## config.mk

```make
export PLATFORM = sky130hd
export DESIGN_NAME = fsdfg_gate
export DESIGN_NICKNAME = d
export VERILOG_FILES = /design/src/fsdfg_pkg.sv /design/src/fsdfg_gate.sv
export SDC_FILE = /design/constraint.sdc
export NUM_CORES = 1
export LEC_CHECK = 0
export ABC_AREA = 1
export BUFFER_PORTS_ARGS = -buffer_cell sky130_fd_sc_hd__buf_2
export CORE_ASPECT_RATIO = 1.4
export CORE_MARGIN = 2
export CORE_UTILIZATION = 46
export DETAILED_ROUTE_END_ITERATION = 6
export GPL_ROUTABILITY_DRIVEN = 0
export PLACE_DENSITY_LB_ADDON = 0.05
export SYNTH_ARGS = -nofsm -noshare
export SYNTH_HDL_FRONTEND = slang
export SYNTH_SLANG_ARGS = --single-unit
```

## constraint.sdc

```tcl
create_clock -name clk_i -period 1.45 [get_ports clk_i]
set_input_delay 0.145 -clock clk_i [delete_from_list [all_inputs] [get_ports clk_i]]
set_output_delay 0.145 -clock clk_i [all_outputs]
set_load 0.03 [all_outputs]
```

## src/fsdfg_pkg.sv

```systemverilog
package fsdfg_pkg;
   localparam logic [19:0] DATA_FLASH_CONTROL_ADDR = 20'hf0090;
   localparam logic [7:0] DATA_FLASH_CONTROL_RESET = 8'h00;
   localparam int ENABLE_BIT = 0;
   localparam logic [19:0] BOOT0_LO = 20'h00000;
   localparam logic [19:0] BOOT0_HI = 20'h00fff;
   localparam int DF_BLOCK_BYTES = 1024;
   localparam int CLK_MHZ = 250;
   localparam int SETUP_TIME_US = 5;
   localparam int SETUP_CYCLES = SETUP_TIME_US * CLK_MHZ;
   localparam logic [11:0] SETUP_CYCLES_W = 12'(SETUP_CYCLES);
   localparam logic [2:0] PROT_RESET = 3'h0;

   typedef enum logic [1:0] {
      FSDFG_CMD_ERASE = 2'h0,
      FSDFG_CMD_WRITE = 2'h1,
      FSDFG_CMD_SET = 2'h2,
      FSDFG_CMD_RELEASE = 2'h3
   } fsdfg_cmd_type;

   typedef struct packed {
      logic erase_prot;
      logic write_prot;
      logic boot0_prot;
   } fsdfg_prot_type;

   typedef struct packed {
      logic valid;
      logic serial;
      fsdfg_cmd_type cmd;
      logic [19:0] addr;
      fsdfg_prot_type prot;
   } fsdfg_req_type;

   typedef enum logic [2:0] {
      FSDFG_DF_OFF = 3'b001,
      FSDFG_DF_SETUP = 3'b010,
      FSDFG_DF_READY = 3'b100
   } fsdfg_df_state_type;
endpackage

```

## src/fsdfg_gate.sv

```systemverilog
`timescale 1ns/1ps
`default_nettype none
// Function
// - Serial erase refused under erase prohibition.
// - Serial write refused under write prohibition.
// - Boot cluster 0 never rewritten when protected.
// - Shipped state has no protection active.
// - Settings independent, set from either mode.
// - Release takes effect only after reset.
// - Boot cluster 0 protection never cleared.
// - Self-set erase prohibition is permanent.
// - Write prohibition not cleared in self-programming.
// - Write release needs no others, blank flash.
// - Data flash erased in 1 KB blocks.
// - Data flash accessed only byte-wide.
// - No instruction fetch from data flash.
// - Code fetch continues during data flash rewrite.
// - Data flash blocked during code flash rewrite.
// - Control register writes ignored during data flash rewrite.
// - Stop refused during data flash rewrite.
// - Data flash stopped after reset.
// - Control register resets zero, only bit 0.
// - Access blocked for 5 us setup.
module fsdfg_gate (
   input wire logic clk_i,
   input wire logic rst_i,
   input wire fsdfg_pkg::fsdfg_req_type req_i,
   input wire logic code_blank_i,
   input wire logic data_blank_i,
   input wire logic reg_wr_i,
   input wire logic reg_rd_i,
   input wire logic [19:0] reg_addr_i,
   input wire logic [7:0] reg_wdata_i,
   input wire logic df_acc_i,
   input wire logic df_fetch_i,
   input wire logic df_byte_i,
   input wire logic code_rewrite_i,
   input wire logic background_rewrite_i,
   input wire logic stop_req_i,
   output logic [7:0] reg_rdata_o,
   output logic req_accept_o,
   output logic req_reject_o,
   output logic [9:0] erase_base_o,
   output fsdfg_pkg::fsdfg_prot_type prot_o,
   output logic df_grant_o,
   output logic df_deny_o,
   output logic fetch_grant_o,
   output logic stop_grant_o,
   output logic df_ready_o
);
   fsdfg_pkg::fsdfg_prot_type prot_reg;
   fsdfg_pkg::fsdfg_prot_type prot_next;
   logic self_erase_reg;
   logic ctl_en_reg;
   logic [11:0] setup_cnt_reg;
   fsdfg_pkg::fsdfg_df_state_type df_state_reg;
   logic ok;
   logic release_ok;
   logic in_boot0;
   logic is_set;
   logic take_set;
   logic self_erase_set;
   logic ctl_sel;
   logic ctl_write;
   logic ctl_read;
   logic df_is_off;
   logic df_is_setup;
   logic df_is_ready;
   logic df_allow;
   logic stop_allow;

   // Boot cluster 0 starts at address zero, so only the upper bound is compared.
   assign in_boot0 = (req_i.addr <= fsdfg_pkg::BOOT0_HI);
   assign is_set = req_i.valid && (req_i.cmd == fsdfg_pkg::FSDFG_CMD_SET);
   assign take_set = is_set && ok;
   assign self_erase_set = take_set && !req_i.serial && req_i.prot.erase_prot;

   // A release is refused as a whole when any flag in it may not be cleared.
   always_comb begin
      release_ok = 1'b1;
      if (req_i.prot.boot0_prot) begin
         release_ok = 1'b0;
      end
      if (req_i.prot.erase_prot && (self_erase_reg || !req_i.serial)) begin
         release_ok = 1'b0;
      end
      if (req_i.prot.write_prot && !req_i.serial) begin
         release_ok = 1'b0;
      end
      if (req_i.prot.write_prot && (prot_reg.erase_prot || prot_reg.boot0_prot)) begin
         release_ok = 1'b0;
      end
      if (req_i.prot.write_prot && !(code_blank_i && data_blank_i)) begin
         release_ok = 1'b0;
      end
   end

   // Erase and write are checked against the flags now in force.
   always_comb begin
      ok = 1'b1;
      case (req_i.cmd)
         fsdfg_pkg::FSDFG_CMD_ERASE: begin
            if (req_i.serial && prot_reg.erase_prot) begin
               ok = 1'b0;
            end
            if (prot_reg.boot0_prot && in_boot0) begin
               ok = 1'b0;
            end
         end
         fsdfg_pkg::FSDFG_CMD_WRITE: begin
            if (req_i.serial && prot_reg.write_prot) begin
               ok = 1'b0;
            end
            if (prot_reg.boot0_prot && in_boot0) begin
               ok = 1'b0;
            end
         end
         fsdfg_pkg::FSDFG_CMD_SET: begin
            ok = 1'b1;
         end
         fsdfg_pkg::FSDFG_CMD_RELEASE: begin
            ok = release_ok;
         end
         default: begin
            ok = 1'b0;
         end
      endcase
   end

   always_comb begin
      prot_next = prot_reg;
      if (take_set) begin
         prot_next = prot_reg | req_i.prot;
      end
   end

   // An accepted release leaves the flags in force; only the next reset clears them.
   always_ff @(posedge clk_i) begin
      if (rst_i) begin
         prot_reg <= fsdfg_pkg::PROT_RESET;
      end else begin
         prot_reg <= prot_next;
      end
   end

   always_ff @(posedge clk_i) begin
      if (rst_i) begin
         self_erase_reg <= 1'b0;
      end else if (self_erase_set) begin
         self_erase_reg <= 1'b1;
      end
   end

   always_ff @(posedge clk_i) begin
      if (rst_i) begin
         req_accept_o <= 1'b0;
      end else begin
         req_accept_o <= req_i.valid && ok;
      end
   end

   always_ff @(posedge clk_i) begin
      if (rst_i) begin
         req_reject_o <= 1'b0;
      end else begin
         req_reject_o <= req_i.valid && !ok;
      end
   end

   always_ff @(posedge clk_i) begin
      if (rst_i) begin
         erase_base_o <= 10'h000;
      end else begin
         erase_base_o <= req_i.addr[19:10];
      end
   end

   always_ff @(posedge clk_i) begin
      if (rst_i) begin
         prot_o <= fsdfg_pkg::PROT_RESET;
      end else begin
         prot_o <= prot_reg;
      end
   end

   assign ctl_sel = (reg_addr_i == fsdfg_pkg::DATA_FLASH_CONTROL_ADDR);
   assign ctl_write = reg_wr_i && ctl_sel && !background_rewrite_i;
   assign ctl_read = reg_rd_i && ctl_sel;

   always_ff @(posedge clk_i) begin
      if (rst_i) begin
         ctl_en_reg <= fsdfg_pkg::DATA_FLASH_CONTROL_RESET[fsdfg_pkg::ENABLE_BIT];
      end else if (ctl_write) begin
         ctl_en_reg <= reg_wdata_i[fsdfg_pkg::ENABLE_BIT];
      end
   end

   // Bits 7 to 1 are not implemented and always read as zero.
   always_ff @(posedge clk_i) begin
      if (rst_i) begin
         reg_rdata_o <= fsdfg_pkg::DATA_FLASH_CONTROL_RESET;
      end else if (ctl_read) begin
         reg_rdata_o <= {7'h00, ctl_en_reg};
      end else begin
         reg_rdata_o <= 8'h00;
      end
   end

   assign df_is_off = (df_state_reg == fsdfg_pkg::FSDFG_DF_OFF);
   assign df_is_setup = (df_state_reg == fsdfg_pkg::FSDFG_DF_SETUP);
   assign df_is_ready = (df_state_reg == fsdfg_pkg::FSDFG_DF_READY);

   // The setup count is reloaded while the data flash is off.
   always_ff @(posedge clk_i) begin
      if (rst_i) begin
         setup_cnt_reg <= 12'h000;
      end else if (df_is_off) begin
         setup_cnt_reg <= fsdfg_pkg::SETUP_CYCLES_W;
      end else if (df_is_setup && (setup_cnt_reg != 12'h001)) begin
         setup_cnt_reg <= setup_cnt_reg - 12'h001;
      end
   end

   // Data flash state: off, counting out the setup time, or ready.
   always_ff @(posedge clk_i) begin
      if (rst_i) begin
         df_state_reg <= fsdfg_pkg::FSDFG_DF_OFF;
      end else begin
         case (df_state_reg)
            fsdfg_pkg::FSDFG_DF_OFF: begin
               if (ctl_en_reg) begin
                  df_state_reg <= fsdfg_pkg::FSDFG_DF_SETUP;
               end
            end
            fsdfg_pkg::FSDFG_DF_SETUP: begin
               if (!ctl_en_reg) begin
                  df_state_reg <= fsdfg_pkg::FSDFG_DF_OFF;
               end else if (setup_cnt_reg == 12'h001) begin
                  df_state_reg <= fsdfg_pkg::FSDFG_DF_READY;
               end
            end
            fsdfg_pkg::FSDFG_DF_READY: begin
               if (!ctl_en_reg) begin
                  df_state_reg <= fsdfg_pkg::FSDFG_DF_OFF;
               end
            end
            default: begin
               df_state_reg <= fsdfg_pkg::FSDFG_DF_OFF;
            end
         endcase
      end
   end

   assign df_allow = df_acc_i && df_byte_i && !df_fetch_i &&
                     !code_rewrite_i && df_is_ready;
   assign stop_allow = stop_req_i && !background_rewrite_i && !df_is_setup;

   always_ff @(posedge clk_i) begin
      if (rst_i) begin
         df_grant_o <= 1'b0;
      end else begin
         df_grant_o <= df_allow;
      end
   end

   always_ff @(posedge clk_i) begin
      if (rst_i) begin
         df_deny_o <= 1'b0;
      end else begin
         df_deny_o <= df_acc_i && !df_allow;
      end
   end

   // Code fetch never depends on the data flash, so it is always granted.
   always_ff @(posedge clk_i) begin
      if (rst_i) begin
         fetch_grant_o <= 1'b0;
      end else begin
         fetch_grant_o <= 1'b1;
      end
   end

   // Stop waits while a data flash rewrite or the setup time is running.
   always_ff @(posedge clk_i) begin
      if (rst_i) begin
         stop_grant_o <= 1'b0;
      end else begin
         stop_grant_o <= stop_allow;
      end
   end

   always_ff @(posedge clk_i) begin
      if (rst_i) begin
         df_ready_o <= 1'b0;
      end else begin
         df_ready_o <= df_is_ready;
      end
   end
endmodule // fsdfg_gate
`default_nettype wire

```

==> reports/summary.txt, run 1 <==
Post-CTS Hold Fix Bufs: 0
Final WL: 4.55 mm
Post-Synth XOR/XNOR Area: 0.901%
Initial antenna violation count: 0
Worst Skew: 0.00677 ns
Synth area leader: dfxtp_1
Post-Synth Adder-Cell Area: 1.29%
Setup Viol. Count Final: 0
Crit end category: register
Clock power share: 39.1%
Clock buffer depth: 2
NetSw: 0.000596 W
Met2 WL: 2.63 mm
Fin. Hold Viols: 0
Most frequent cell after synthesis: nand2_1
Crit Path Class: register to register
Drt drc: 0
Status: finished, final reports clean
Final Cell Area: 2630 µm²
Drt first pass iters: 4
Area Growth Syn to Fin: 35.5%
DRT iter0 DRCs: 79
Cell family with most CP delay: simple AND/OR/NAND/NOR gates
# IOs: 95
Leak pwr: 1.31 nW
Cells after Synth: 277
Synth Area in Simple Gates: 33.0%
CP Launch Point: setup_cnt_reg[1]
Antenna diode count: 0
Area after DPL: 2400 µm²
Vias per cell: 4.72
Die width: 58.9 µm
DRT met1 WL: 1.68 mm
List of most frequent post-synthesis cells: nand2_1, nor2_1, dfxtp_1, inv_1, nand3_1
First-pass GRT wire length: 7.09 mm
Final-stage net count: 437
P per Cell Area: 925 nW/µm²
GRT overflow: 0
CP Launch Type: register
Most used cell, CP: nand2_2
CTS Sinks: 41
Crit Path Max Fanout: 5
Number of synthesized flops with an enable pin: 0
CP Data Arrival Time: 1.63 ns
CTS Root Cell: clkbuf_8
CTS tree: yes
Max-Cap Viols: 0
Largest family of logic cells by synthesized area: simple AND/OR/NAND/NOR gates
Largest net degree at the start of global routing: 16
Worst r2r src: setup_cnt_reg[1]
Synth Area in Compound Gates: 9.78%
RSZ-0062 raised after global routing: yes
CTS Buf Count: 5
Slowest CP cell: dfxtp_2
Critical path buffer and inverter count: 2
Class of the worst hold path: input pin to register
Switching share of power: 24.5%
HPWL Detailed: 3.50 mm
Worst-Skew Late Latency: 0.29 ns
Ys Warns: 0
Vias in the first global route: 1,775
Seq pwr share: 48.2%
Distinct cells, synth: 35
Ratio of final minimum period to clock period: 96.7%
Die H: 80.9 µm
Num rows: 28
DR WL/cell: 11.0 µm
CTS clk-pin slew, worst paths: 0.08 ns
Mapped Area: 1940 µm²
Internal: 0.00184 W
Routed Antenna Nets: 0
GRT Util Overall: 19.4%
Fmax: 0.713 GHz
Yosys reg bits: 41
Core area: 4130 µm²
Mux contribution to synthesized area: 0%
Vias: 1,955
Avg Cell Area, Syn: 7.02 µm²
Top cells by area, synth: dfxtp_1, nand2_1, nor2_1
HP Start: req_i[13]
FFs w/ async S/R, synth: 0%
DP Worst Slack: 0.0495 ns
Initial Utilization: 47.0%
CP Data Required Time: 1.68 ns
Top Metal Used: met4
VDD IR-drop max: 0.777 mV
Share of total power in combinational logic: 12.7%
Max Slew Vio Count: 0
Total number of H-tree levels: 2
Sequential share of the synthesized area: 42.2%
Fillers: 404
Min Tclk post-route: 1.40 ns
Share of layout cells above drive strength 1: 34.1%
Die Footprint: 4770 µm²
Largest register FFs: 12
Met3 wire length: 158 µm
Top FF cell, synth: dfxtp_1
# port buffers: 70
Synth top area share: 42.2%
Crit-path cells: inv_2 > ha_2 > nand2_2 > nor2_4 > nand2_2 > nand2_4 > buf_6 > or2_2 > a21oi_2
Post-route setup slack: 0.0478 ns
CP peak stage delay: 0.35 ns
[layout by cell type, fill, tap and decap left out, types with 2 or more instances in the layout]
cell / Yosys / layout
nand2_1: 53 / 53
dfxtp_1: 41 / 36
a21oi_1: 18 / 15
inv_1: 40 / 39
nor2_2: 2 / 2
nand2_2: 3 / 2
buf_4: 8 / 17
nand4_1: 4 / 4
inv_2: 1 / 2
o31ai_1: 2 / 2
buf_2: 1 / 70
dfxtp_2: 0 / 4
conb_1: 1 / 7
nor3_1: 3 / 3
clkinv_1: 2 / 2
nand3_1: 21 / 21
clkbuf_8: 0 / 6
nor2_4: 2 / 5
buf_6: 1 / 2
a21oi_2: 2 / 5
nand2_4: 1 / 2
nor2_1: 47 / 44
o21bai_1: 2 / 2
o21ai_0: 7 / 6
[metal layers]
| layer | track usage (%) | vias to the layer above |
|---|---|---|
| met5 | 0 | - |
| met4 | 7.73 | 0 |
| met3 | 4.46 | 9 |
| met2 | 38.1 | 31 |
| met1 | 18.7 | 883 |
| li1 | - | 1032 |
[through the flow]
stage / hold WS [ns] / power (W) / util, % / instances / TNS, ns
after CTS: 0.0435 / 0.00245 / 61.0 / 407 / 0
final: 0.0487 / 0.00244 / 63.7 / 414 / 0
after global placement: 0.351 / 0.00150 / 58.1 / 399 / 0
after global routing: 0.0506 / 0.00254 / 63.7 / 414 / -0.0493
after floorplan: 0.246 / 0.00139 / - / 283 / 0
after detailed placement: 0.358 / 0.00150 / 58.1 / 399 / 0
[kinds of logic after synthesis]
group,Yosys count
AOI/OAI and AO/OA,34
xor gates and xnor gates,2
adders and majority gates,2
buffers and inverters,55
DFF,41
other,1
and+or+nand+nor,142
[worst paths after layout]
kind                      end  slack [ns]  depth (start not counted)
min           erase_base_o[0]        0.05                          3
min reg2reg         prot_o[1]        0.46                          2
max reg2reg  setup_cnt_reg[1]        0.05                          9
max          setup_cnt_reg[1]        0.05                          9
[worst register-to-register path: stages (launching register included)]
cell and delay, ns:
dfxtp_2 0.35, inv_2 0.04, ha_2 0.16, nand2_2 0.08
nor2_4 0.04, nand2_2 0.08, nand2_4 0.07, buf_6 0.13
or2_2 0.28, a21oi_2 0.11
[power groups by stage]
stage	registers (W)	logic [W]	clock network [W]
final	0.00117	0.000310	0.000951
after global routing	0.00118	0.000347	0.00102
after CTS	0.00117	0.000303	0.000970
after detailed placement	0.00120	0.000301	0
after global placement	0.00120	0.000298	0
after floorplan	0.00125	0.000143	0
[what timing repair did]
action,4_1_cts,5_1_grt
gates resized for setup,0,24
endpoints found under the hold margin,0,0
setup buffers,0,7
endpoints found under the setup margin,0,8
[area by class of cell]
| type | instances | area, µm² | area share, % |
|---|---|---|---|
| Tap cell | 45 | 56.3 | 2.14 |
| Multi-Input combinational cell | 187 | 946 | 35.9 |
| Clock buffer | 6 | 82.6 | 3.14 |
| Inverter | 43 | 161 | 6.13 |
| Clock inverter | 2 | 37.5 | 1.43 |
| Timing Repair Buffer | 90 | 520 | 19.8 |
| Sequential cell | 41 | 830 | 31.5 |
No activity file was read; power rests on OpenSTA's default activity.
==> run 2: changes to the inputs <==
--- a/config.mk
+++ b/config.mk
@@ -12,7 +12,7 @@
 export CORE_UTILIZATION = 46
 export DETAILED_ROUTE_END_ITERATION = 6
 export GPL_ROUTABILITY_DRIVEN = 0
-export PLACE_DENSITY_LB_ADDON = 0.05
+export PLACE_DENSITY = 0.84
 export SYNTH_ARGS = -nofsm -noshare
 export SYNTH_HDL_FRONTEND = slang
 export SYNTH_SLANG_ARGS = --single-unit
==> run 2 against run 1 <==
  * Clock power rose by 2%
  * Hold slack worse by 0.00078 ns
  * Final cell count shrank 2.4%
  * Via count is 2.4% higher
  * First-iteration DRC count down 46%
  * Sequential power barely moved
  * Wire length up 6.2%
  * Combinational power decreased by 4%
  * Critical endpoint is now df_state_reg[2]
  * Largest cell class unchanged
  * Largest power group unchanged
==> reports/summary.txt, run 2 (synthesis gave the netlist of run 1 again) <==
Status: finished, final reports clean (unchanged)
Most common cell after layout, fill and taps aside: buf_2 (unchanged)
Worst Reg-to-Reg Cells: 8 (was 9)
Initial Utilization: 47.0% (unchanged)
Routed Antenna Nets: 0 (unchanged)
Internal: 0.00183 W (was 0.00184 W)
CTS Root Cell: clkbuf_8 (unchanged)
Core area: 4130 µm² (unchanged)
Crit Path Max Fanout: 8 (was 5)
Register-to-Register Setup Slack: 0.08 ns (was 0.05 ns)
GRT Util Overall: 20.6% (was 19.4%)
Post-CTS Hold Fix Bufs: 0 (unchanged)
Hold Path Sink: erase_base_o[0] (unchanged)
Vias: 2,002 (was 1,955)
Drt first pass iters: 4 (unchanged)
Max-Cap Viols: 0 (unchanged)
# port buffers: 70 (unchanged)
P per Cell Area: 961 nW/µm² (was 925 nW/µm²)
Antenna diode count: 0 (unchanged)
Die Footprint: 4770 µm² (unchanged)
Min Tclk post-route: 1.37 ns (was 1.40 ns)
Max Slew Vio Count: 0 (unchanged)
CP Data Arrival Time: 1.60 ns (was 1.63 ns)
Share of total power in combinational logic: 12.2% (was 12.7%)
# IOs: 95 (unchanged)
DRT iter0 DRCs: 43 (was 79)
Worst Skew: 0.00881 ns (was 0.00677 ns)
Setup Viol. Count Final: 0 (unchanged)
Die width: 58.9 µm (unchanged)
Final-stage net count: 427 (was 437)
Final WL: 4.83 mm (was 4.55 mm)
Worst-Skew Late Latency: 0.30 ns (was 0.29 ns)
CP Launch Type: register (unchanged)
NetSw: 0.000612 W (was 0.000596 W)
Class of the worst hold path: input pin to register (unchanged)
Clock power share: 39.6% (was 39.1%)
VDD IR-drop max: 0.961 mV (was 0.777 mV)
Vias in the first global route: 1,895 (was 1,775)
Hold Crit Depth: 3 (unchanged)
Ratio of final minimum period to clock period: 94.7% (was 96.7%)
Multi-input logic area: 958 µm² (was 946 µm²)
CTS tree: yes (unchanged)
Crit Path Class: register to register (unchanged)
Reg2reg end: df_state_reg[2] (was setup_cnt_reg[1])
Vias per cell: 4.96 (was 4.72)
Area after DPL: 2350 µm² (was 2400 µm²)
Clock buffer depth: 2 (unchanged)
Area Growth Syn to Fin: 30.6% (was 35.5%)
CTS Sinks: 41 (unchanged)
DP Worst Slack: 0.0371 ns (was 0.0495 ns)
Num rows: 28 (unchanged)
Post-route setup slack: 0.0770 ns (was 0.0478 ns)
Crit end category: register (unchanged)
Initial antenna violation count: 0 (unchanged)
Share of layout cells above drive strength 1: 32.3% (was 34.1%)
Die H: 80.9 µm (unchanged)
CTS clk-pin slew, worst paths: 0.08 ns (about the same)
Leak pwr: 1.25 nW (was 1.31 nW)
Fillers: 377 (was 404)
Largest register FFs: 12 (unchanged)
Register Area: 826 µm² (was 830 µm²)
Fin. Hold Viols: 0 (unchanged)
First-pass GRT wire length: 7.62 mm (was 7.09 mm)
Worst r2r src: setup_cnt_reg[1] (unchanged)
DR WL/cell: 12.0 µm (was 11.0 µm)
Total number of H-tree levels: 2 (unchanged)
Final Cell Area: 2540 µm² (was 2630 µm²)
Largest net degree at the start of global routing: 27 (was 16)
Fmax: 0.728 GHz (was 0.713 GHz)
Switching share of power: 25.1% (was 24.5%)
CP Data Required Time: 1.68 ns (about the same)
HPWL Detailed: 3.44 mm (was 3.50 mm)
GRT overflow: 0 (unchanged)
CTS Buf Count: 5 (unchanged)
HP Start: req_i[13] (unchanged)
Seq pwr share: 48.1% (was 48.2%)
Most frequent cells in the layout: buf_2, nand2_1, nor2_1 (unchanged)
Drt drc: 0 (unchanged)
-- run 2: metal layers --
| layer | share of wire [%] | up-vias | track usage (%) |
|---|---|---|---|
| met4 | 1.8 | 0 | 9.77 |
| met3 | 3.7 | 9 | 3.98 |
| li1 | - | 1015 | - |
| met5 | 0 | - | 0 |
| met1 | 36 | 928 | 20.3 |
| met2 | 58 | 50 | 39.7 |
-- run 2: cell type report --
cell class / instances / share of cell area (%)
inverters: 43 / 6.35
clock buffers: 6 / 3.25
multi-input cells: 188 / 37.7
flip-flops and latches: 41 / 32.5
clock inverters: 2 / 1.48
well taps: 45 / 2.22
repair buffers: 79 / 16.5
-- run 2: how the worst max path moves through the flow --
stage / start / to / slack, ns
global placement: setup_cnt_reg[1] / setup_cnt_reg[1] / 0.07
floorplan: setup_cnt_reg[1] / setup_cnt_reg[1] / 0.18
finish: setup_cnt_reg[1] / df_state_reg[2] / 0.08
detailed placement: setup_cnt_reg[1] / setup_cnt_reg[1] / 0.04
CTS: setup_cnt_reg[1] / setup_cnt_reg[1] / 0.003
global route: setup_cnt_reg[0] / setup_cnt_reg[6] / -0.02
-- run 2: stage by stage --
| stage | power, W | util, % | instances | hold WS (ns) | TNS (ns) |
|---|---|---|---|---|---|
| final | 0.00244 | 61.4 | 404 | 0.0479 | 0 |
| after global routing | 0.00252 | 61.4 | 404 | 0.0598 | -0.0362 |
| after CTS | 0.00244 | 60.0 | 402 | 0.0471 | 0 |
| after detailed placement | 0.00149 | 56.8 | 394 | 0.357 | 0 |
| after global placement | 0.00148 | 56.8 | 394 | 0.344 | 0 |
| after floorplan | 0.00139 | - | 283 | 0.246 | 0 |
-- run 2: worst max-delay path, cell delays in order, from the launching register on --
cell and delay (ns):
dfxtp_2 0.34, inv_2 0.06, ha_2 0.17, nand2_2 0.06, nor2_4 0.16, nand2_4 0.11
nand2_4 0.14, nand3_1 0.11, a21oi_2 0.15
-- run 2: power groups by stage --
stage	registers [W]	clock network (W)	logic, W
6_report	0.00118	0.000968	0.000299
3_3_place_gp	0.00120	0	0.000286
2_1_floorplan	0.00125	0	0.000143
3_5_place_dp	0.00120	0	0.000293
4_1_cts	0.00117	0.000971	0.000295
5_1_grt	0.00118	0.00101	0.000332
-- run 2: repair_timing --
item,CTS,global route
setup buffers,0,1
gates resized for setup,1,16
endpoints found under the setup margin,1,11
pin swaps,0,2
cloned,0,1
==> run 3: changes to the inputs <==
--- a/config.mk
+++ b/config.mk
@@ -5,14 +5,13 @@
 export SDC_FILE = /design/constraint.sdc
 export NUM_CORES = 1
 export LEC_CHECK = 0
-export ABC_AREA = 1
 export BUFFER_PORTS_ARGS = -buffer_cell sky130_fd_sc_hd__buf_2
 export CORE_ASPECT_RATIO = 1.4
 export CORE_MARGIN = 2
-export CORE_UTILIZATION = 46
+export CORE_UTILIZATION = 43
 export DETAILED_ROUTE_END_ITERATION = 6
 export GPL_ROUTABILITY_DRIVEN = 0
-export PLACE_DENSITY = 0.84
+export PLACE_DENSITY = 0.82
 export SYNTH_ARGS = -nofsm -noshare
 export SYNTH_HDL_FRONTEND = slang
 export SYNTH_SLANG_ARGS = --single-unit
==> run 3 against run 2 <==
  * The flow now finishes with violations (setup timing)
  * Combinational power decreased by 12%
  * Die area shrank 6.4%
  * Non-clock buffer count up 9
  * Sequential power is essentially flat
  * Wire length fell by 16%
  * First-iteration DRC count shrank 26%
  * Worst setup slack got worse by 0.21 ns
  * Area after synthesis down 13%
  * Sequential share of layout area is 2.2 points higher
  * Clock skew is 0.0030 ns lower
  * Hold slack worse by 0.028 ns
  * Critical path depth down 1
  * Critical path type unchanged
==> reports/summary.txt, run 3 <==
Status: complete, but fails checks (was finished, final reports clean)
Failing checks: setup timing
DR WL/cell: 13.1 µm (was 12.0 µm)
Crit Path Class: register to register (unchanged)
CP Data Arrival Time: 1.79 ns (was 1.60 ns)
Largest register FFs: 12 (unchanged)
Mapped Area: 1690 µm² (was 1940 µm²)
Synth area leader: dfxtp_1 (unchanged)
Fmax: 0.632 GHz (was 0.728 GHz)
Hold slack final: 0.0198 ns (was 0.0479 ns)
Post-route setup slack: -0.133 ns (was 0.0770 ns)
RSZ-0062 raised after global routing: yes
Final-stage net count: 334 (was 427)
Routed Antenna Nets: 0 (unchanged)
DP Worst Slack: -0.143 ns (was 0.0371 ns)
Avg Cell Area, Syn: 9.68 µm² (was 7.02 µm²)
Synth top area share: 48.4% (was 42.2%)
Most frequent cell after synthesis: dfxtp_1 (was nand2_1)
Share of layout cells above drive strength 1: 46.2% (was 32.3%)
DRT iter0 DRCs: 32 (was 43)
Leak pwr: 1.06 nW (was 1.25 nW)
Synth Area in Simple Gates: 29.5% (was 33.0%)
Mux contribution to synthesized area: 0% (unchanged)
Fillers: 348 (was 377)
Synth Area in Compound Gates: 10.0% (was 9.78%)
# IOs: 95 (unchanged)
Vias in the first global route: 1,579 (was 1,895)
Die Footprint: 4470 µm² (was 4770 µm²)
VDD IR-drop max: 0.906 mV (was 0.961 mV)
Yosys reg bits: 41 (unchanged)
CTS Buf Count: 5 (unchanged)
Min Tclk post-route: 1.58 ns (was 1.37 ns)
Crit Path Max Fanout: 8 (unchanged)
Top FF cell, synth: dfxtp_1 (unchanged)
CTS clk-pin slew, worst paths: 0.08 ns (about the same)
FFs w/ async S/R, synth: 0% (unchanged)
Vias: 1,590 (was 2,002)
Final WL: 4.05 mm (was 4.83 mm)
Reg2reg end: setup_cnt_reg[1] (was df_state_reg[2])
HPWL Detailed: 2.98 mm (was 3.44 mm)
Post-CTS Hold Fix Bufs: 0 (unchanged)
Sequential share of the synthesized area: 48.4% (was 42.2%)
# port buffers: 70 (unchanged)
Die width: 57.1 µm (was 58.9 µm)
Antenna diode count: 0 (unchanged)
Worst r2r src: setup_cnt_reg[1] (unchanged)
CP Launch Type: register (unchanged)
Drt drc: 0 (unchanged)
Die H: 78.3 µm (was 80.9 µm)
Vias per cell: 5.15 (was 4.96)
Worst Reg-to-Reg Cells: 7 (was 8)
Worst Skew: 0.00578 ns (was 0.00881 ns)
Most frequent cells in the layout: buf_2, dfxtp_1, buf_4 (was buf_2, nand2_1, nor2_1)
CTS Sinks: 41 (unchanged)
Largest net degree at the start of global routing: 23 (was 27)
Fin. Hold Viols: 0 (unchanged)
CTS Root Cell: clkbuf_8 (unchanged)
Crit end category: register (unchanged)
Drt first pass iters: 4 (unchanged)
First-pass GRT wire length: 6.51 mm (was 7.62 mm)
Area Growth Syn to Fin: 40.1% (was 30.6%)
Num rows: 27 (was 28)
Number of synthesized flops with an enable pin: 0 (unchanged)
Cells after Synth: 175 (was 277)
CP peak stage delay: 0.33 ns (was 0.34 ns)
P per Cell Area: 945 nW/µm² (was 961 nW/µm²)
Clock buffer depth: 2 (unchanged)
Total Negative Setup Slacks: -0.400 ns (was 0 ns)
CTS tree: yes (unchanged)
CP Data Required Time: 1.66 ns (was 1.68 ns)
GRT overflow: 0 (unchanged)
List of most frequent post-synthesis cells: dfxtp_1, nor2_1, nor2b_1, nand2_1, a21oi_1 (was nand2_1, nor2_1, dfxtp_1, inv_1, nand3_1)
Core area: 3850 µm² (was 4130 µm²)
Slowest CP cell: dfxtp_2 (unchanged)
Post-Synth Adder-Cell Area: 1.48% (was 1.29%)
Max-Cap Viols: 0 (unchanged)
Distinct cells, synth: 41 (was 35)
Worst-Skew Late Latency: 0.31 ns (was 0.30 ns)
Initial Utilization: 44.0% (was 47.0%)
CP Launch Point: setup_cnt_reg[1] (unchanged)
Setup Viol. Count Final: 5 (was 0)
Most common cell after layout, fill and taps aside: buf_2 (unchanged)
Total number of H-tree levels: 2 (unchanged)
Crit-path cells: inv_2 > ha_4 > nor4b_4 > nand3_4 > buf_4 > and3_4 > a311oi_1 (was inv_2 > ha_2 > nand2_2 > nor2_4 > nand2_4 > nand2_4 > nand3_1 > a21oi_2)
GRT Util Overall: 18.9% (was 20.6%)
Largest family of logic cells by synthesized area: simple AND/OR/NAND/NOR gates (unchanged)
Ratio of final minimum period to clock period: 109% (was 94.7%)
Initial antenna violation count: 0 (unchanged)
Setup crit end: setup_cnt_reg[1] (was df_state_reg[2])
Ys Warns: 0 (unchanged)
Register-to-Register Setup Slack: -0.13 ns (was 0.08 ns)
Max Slew Vio Count: 0 (unchanged)
Class of the worst hold path: input pin to register (unchanged)
Top cells by area, synth: dfxtp_1, nor2b_1, xor2_1 (was dfxtp_1, nand2_1, nor2_1)
Post-Synth XOR/XNOR Area: 5.17% (was 0.901%)
## run 3: cell types whose count changed after synthesis, sizes merged, moves of 4 or more
cell | previous run | this run
buf | 12 | 8
nand3 | 21 | 7
nor4b | 0 | 5
xor2 | 1 | 8
nand4 | 5 | 0
nor2b | 0 | 15
a21oi | 20 | 9
inv | 41 | 4
o21ai | 8 | 2
nand2 | 57 | 13
nor4 | 0 | 4
nor2 | 51 | 15
## run 3: final cells by class
type                            count  area, µm²  share of cell area, %
Timing Repair Buffer               88        485                   20.5
Clock inverter                      2       13.8                  0.580
Inverter                            4       15.0                  0.633
Sequential cell                    41        825                   34.7
Multi-Input combinational cell    125        898                   37.8
Clock buffer                        6       82.6                   3.48
Tap cell                           43       53.8                   2.27
## run 3: kinds of logic (layout without fill, tap and decap cells)
family | after synthesis | in the layout
buf+inv | 15 | 100
flops | 41 | 41
simple gates | 81 | 81
compound gates | 25 | 25
fa+ha+maj | 2 | 2
other cells | 1 | 7
xor+xnor | 10 | 10
## run 3: how the worst min path moves through the flow
stage,end,startpoint,cells past startpoint
final,stop_grant_o,background_rewrite_i,2
after CTS,stop_grant_o,background_rewrite_i,2
after detailed placement,stop_grant_o,background_rewrite_i,2
after global routing,stop_grant_o,background_rewrite_i,2
after floorplan,stop_grant_o,background_rewrite_i,1
after global placement,stop_grant_o,background_rewrite_i,2
## run 3: repair_timing
action,CTS,global route
buffers inserted,0,3
pin swaps,6,9
setup endpoints to repair,9,14
gates resized for setup,16,8
## run 3: critical path: cells and delay by family, from the launching register on
family                     cells  cell delay [ns]
AOI/OAI and AO/OA              1             0.21
adders and majority gates      1             0.12
buffers and inverters          2             0.25
DFF                            1             0.33
and+or+nand+nor                3             0.59
## run 3: power breakdown
part | switching (W) | internal [W] | leakage [nW]
sequential | 0.0000137 | 0.00116 | 0.338
clock | 0.000422 | 0.000386 | 0.0512
combinational | 0.000152 | 0.000110 | 0.671
## run 3: stage by stage
| stage | area, µm² | power (W) | util (%) | std cells |
|---|---|---|---|---|
| CTS | 2330 | 0.00225 | 60.5 | 306 |
| finish | 2370 | 0.00224 | 61.6 | 309 |
| detailed placement | 2160 | 0.00145 | 56.1 | 298 |
| global placement | 2160 | 0.00145 | 56.1 | 298 |
| global route | 2370 | 0.00231 | 61.6 | 309 |
| floorplan | 1720 | 0.00135 | - | 181 |
## run 3: routing by layer
layer	vias up	share of wire (%)	track usage, %
met4	0	3.3	12.8
met2	57	58	36.6
met1	752	34	17.7
met3	10	4.8	2.47
met5	-	0	0
li1	771	-	-
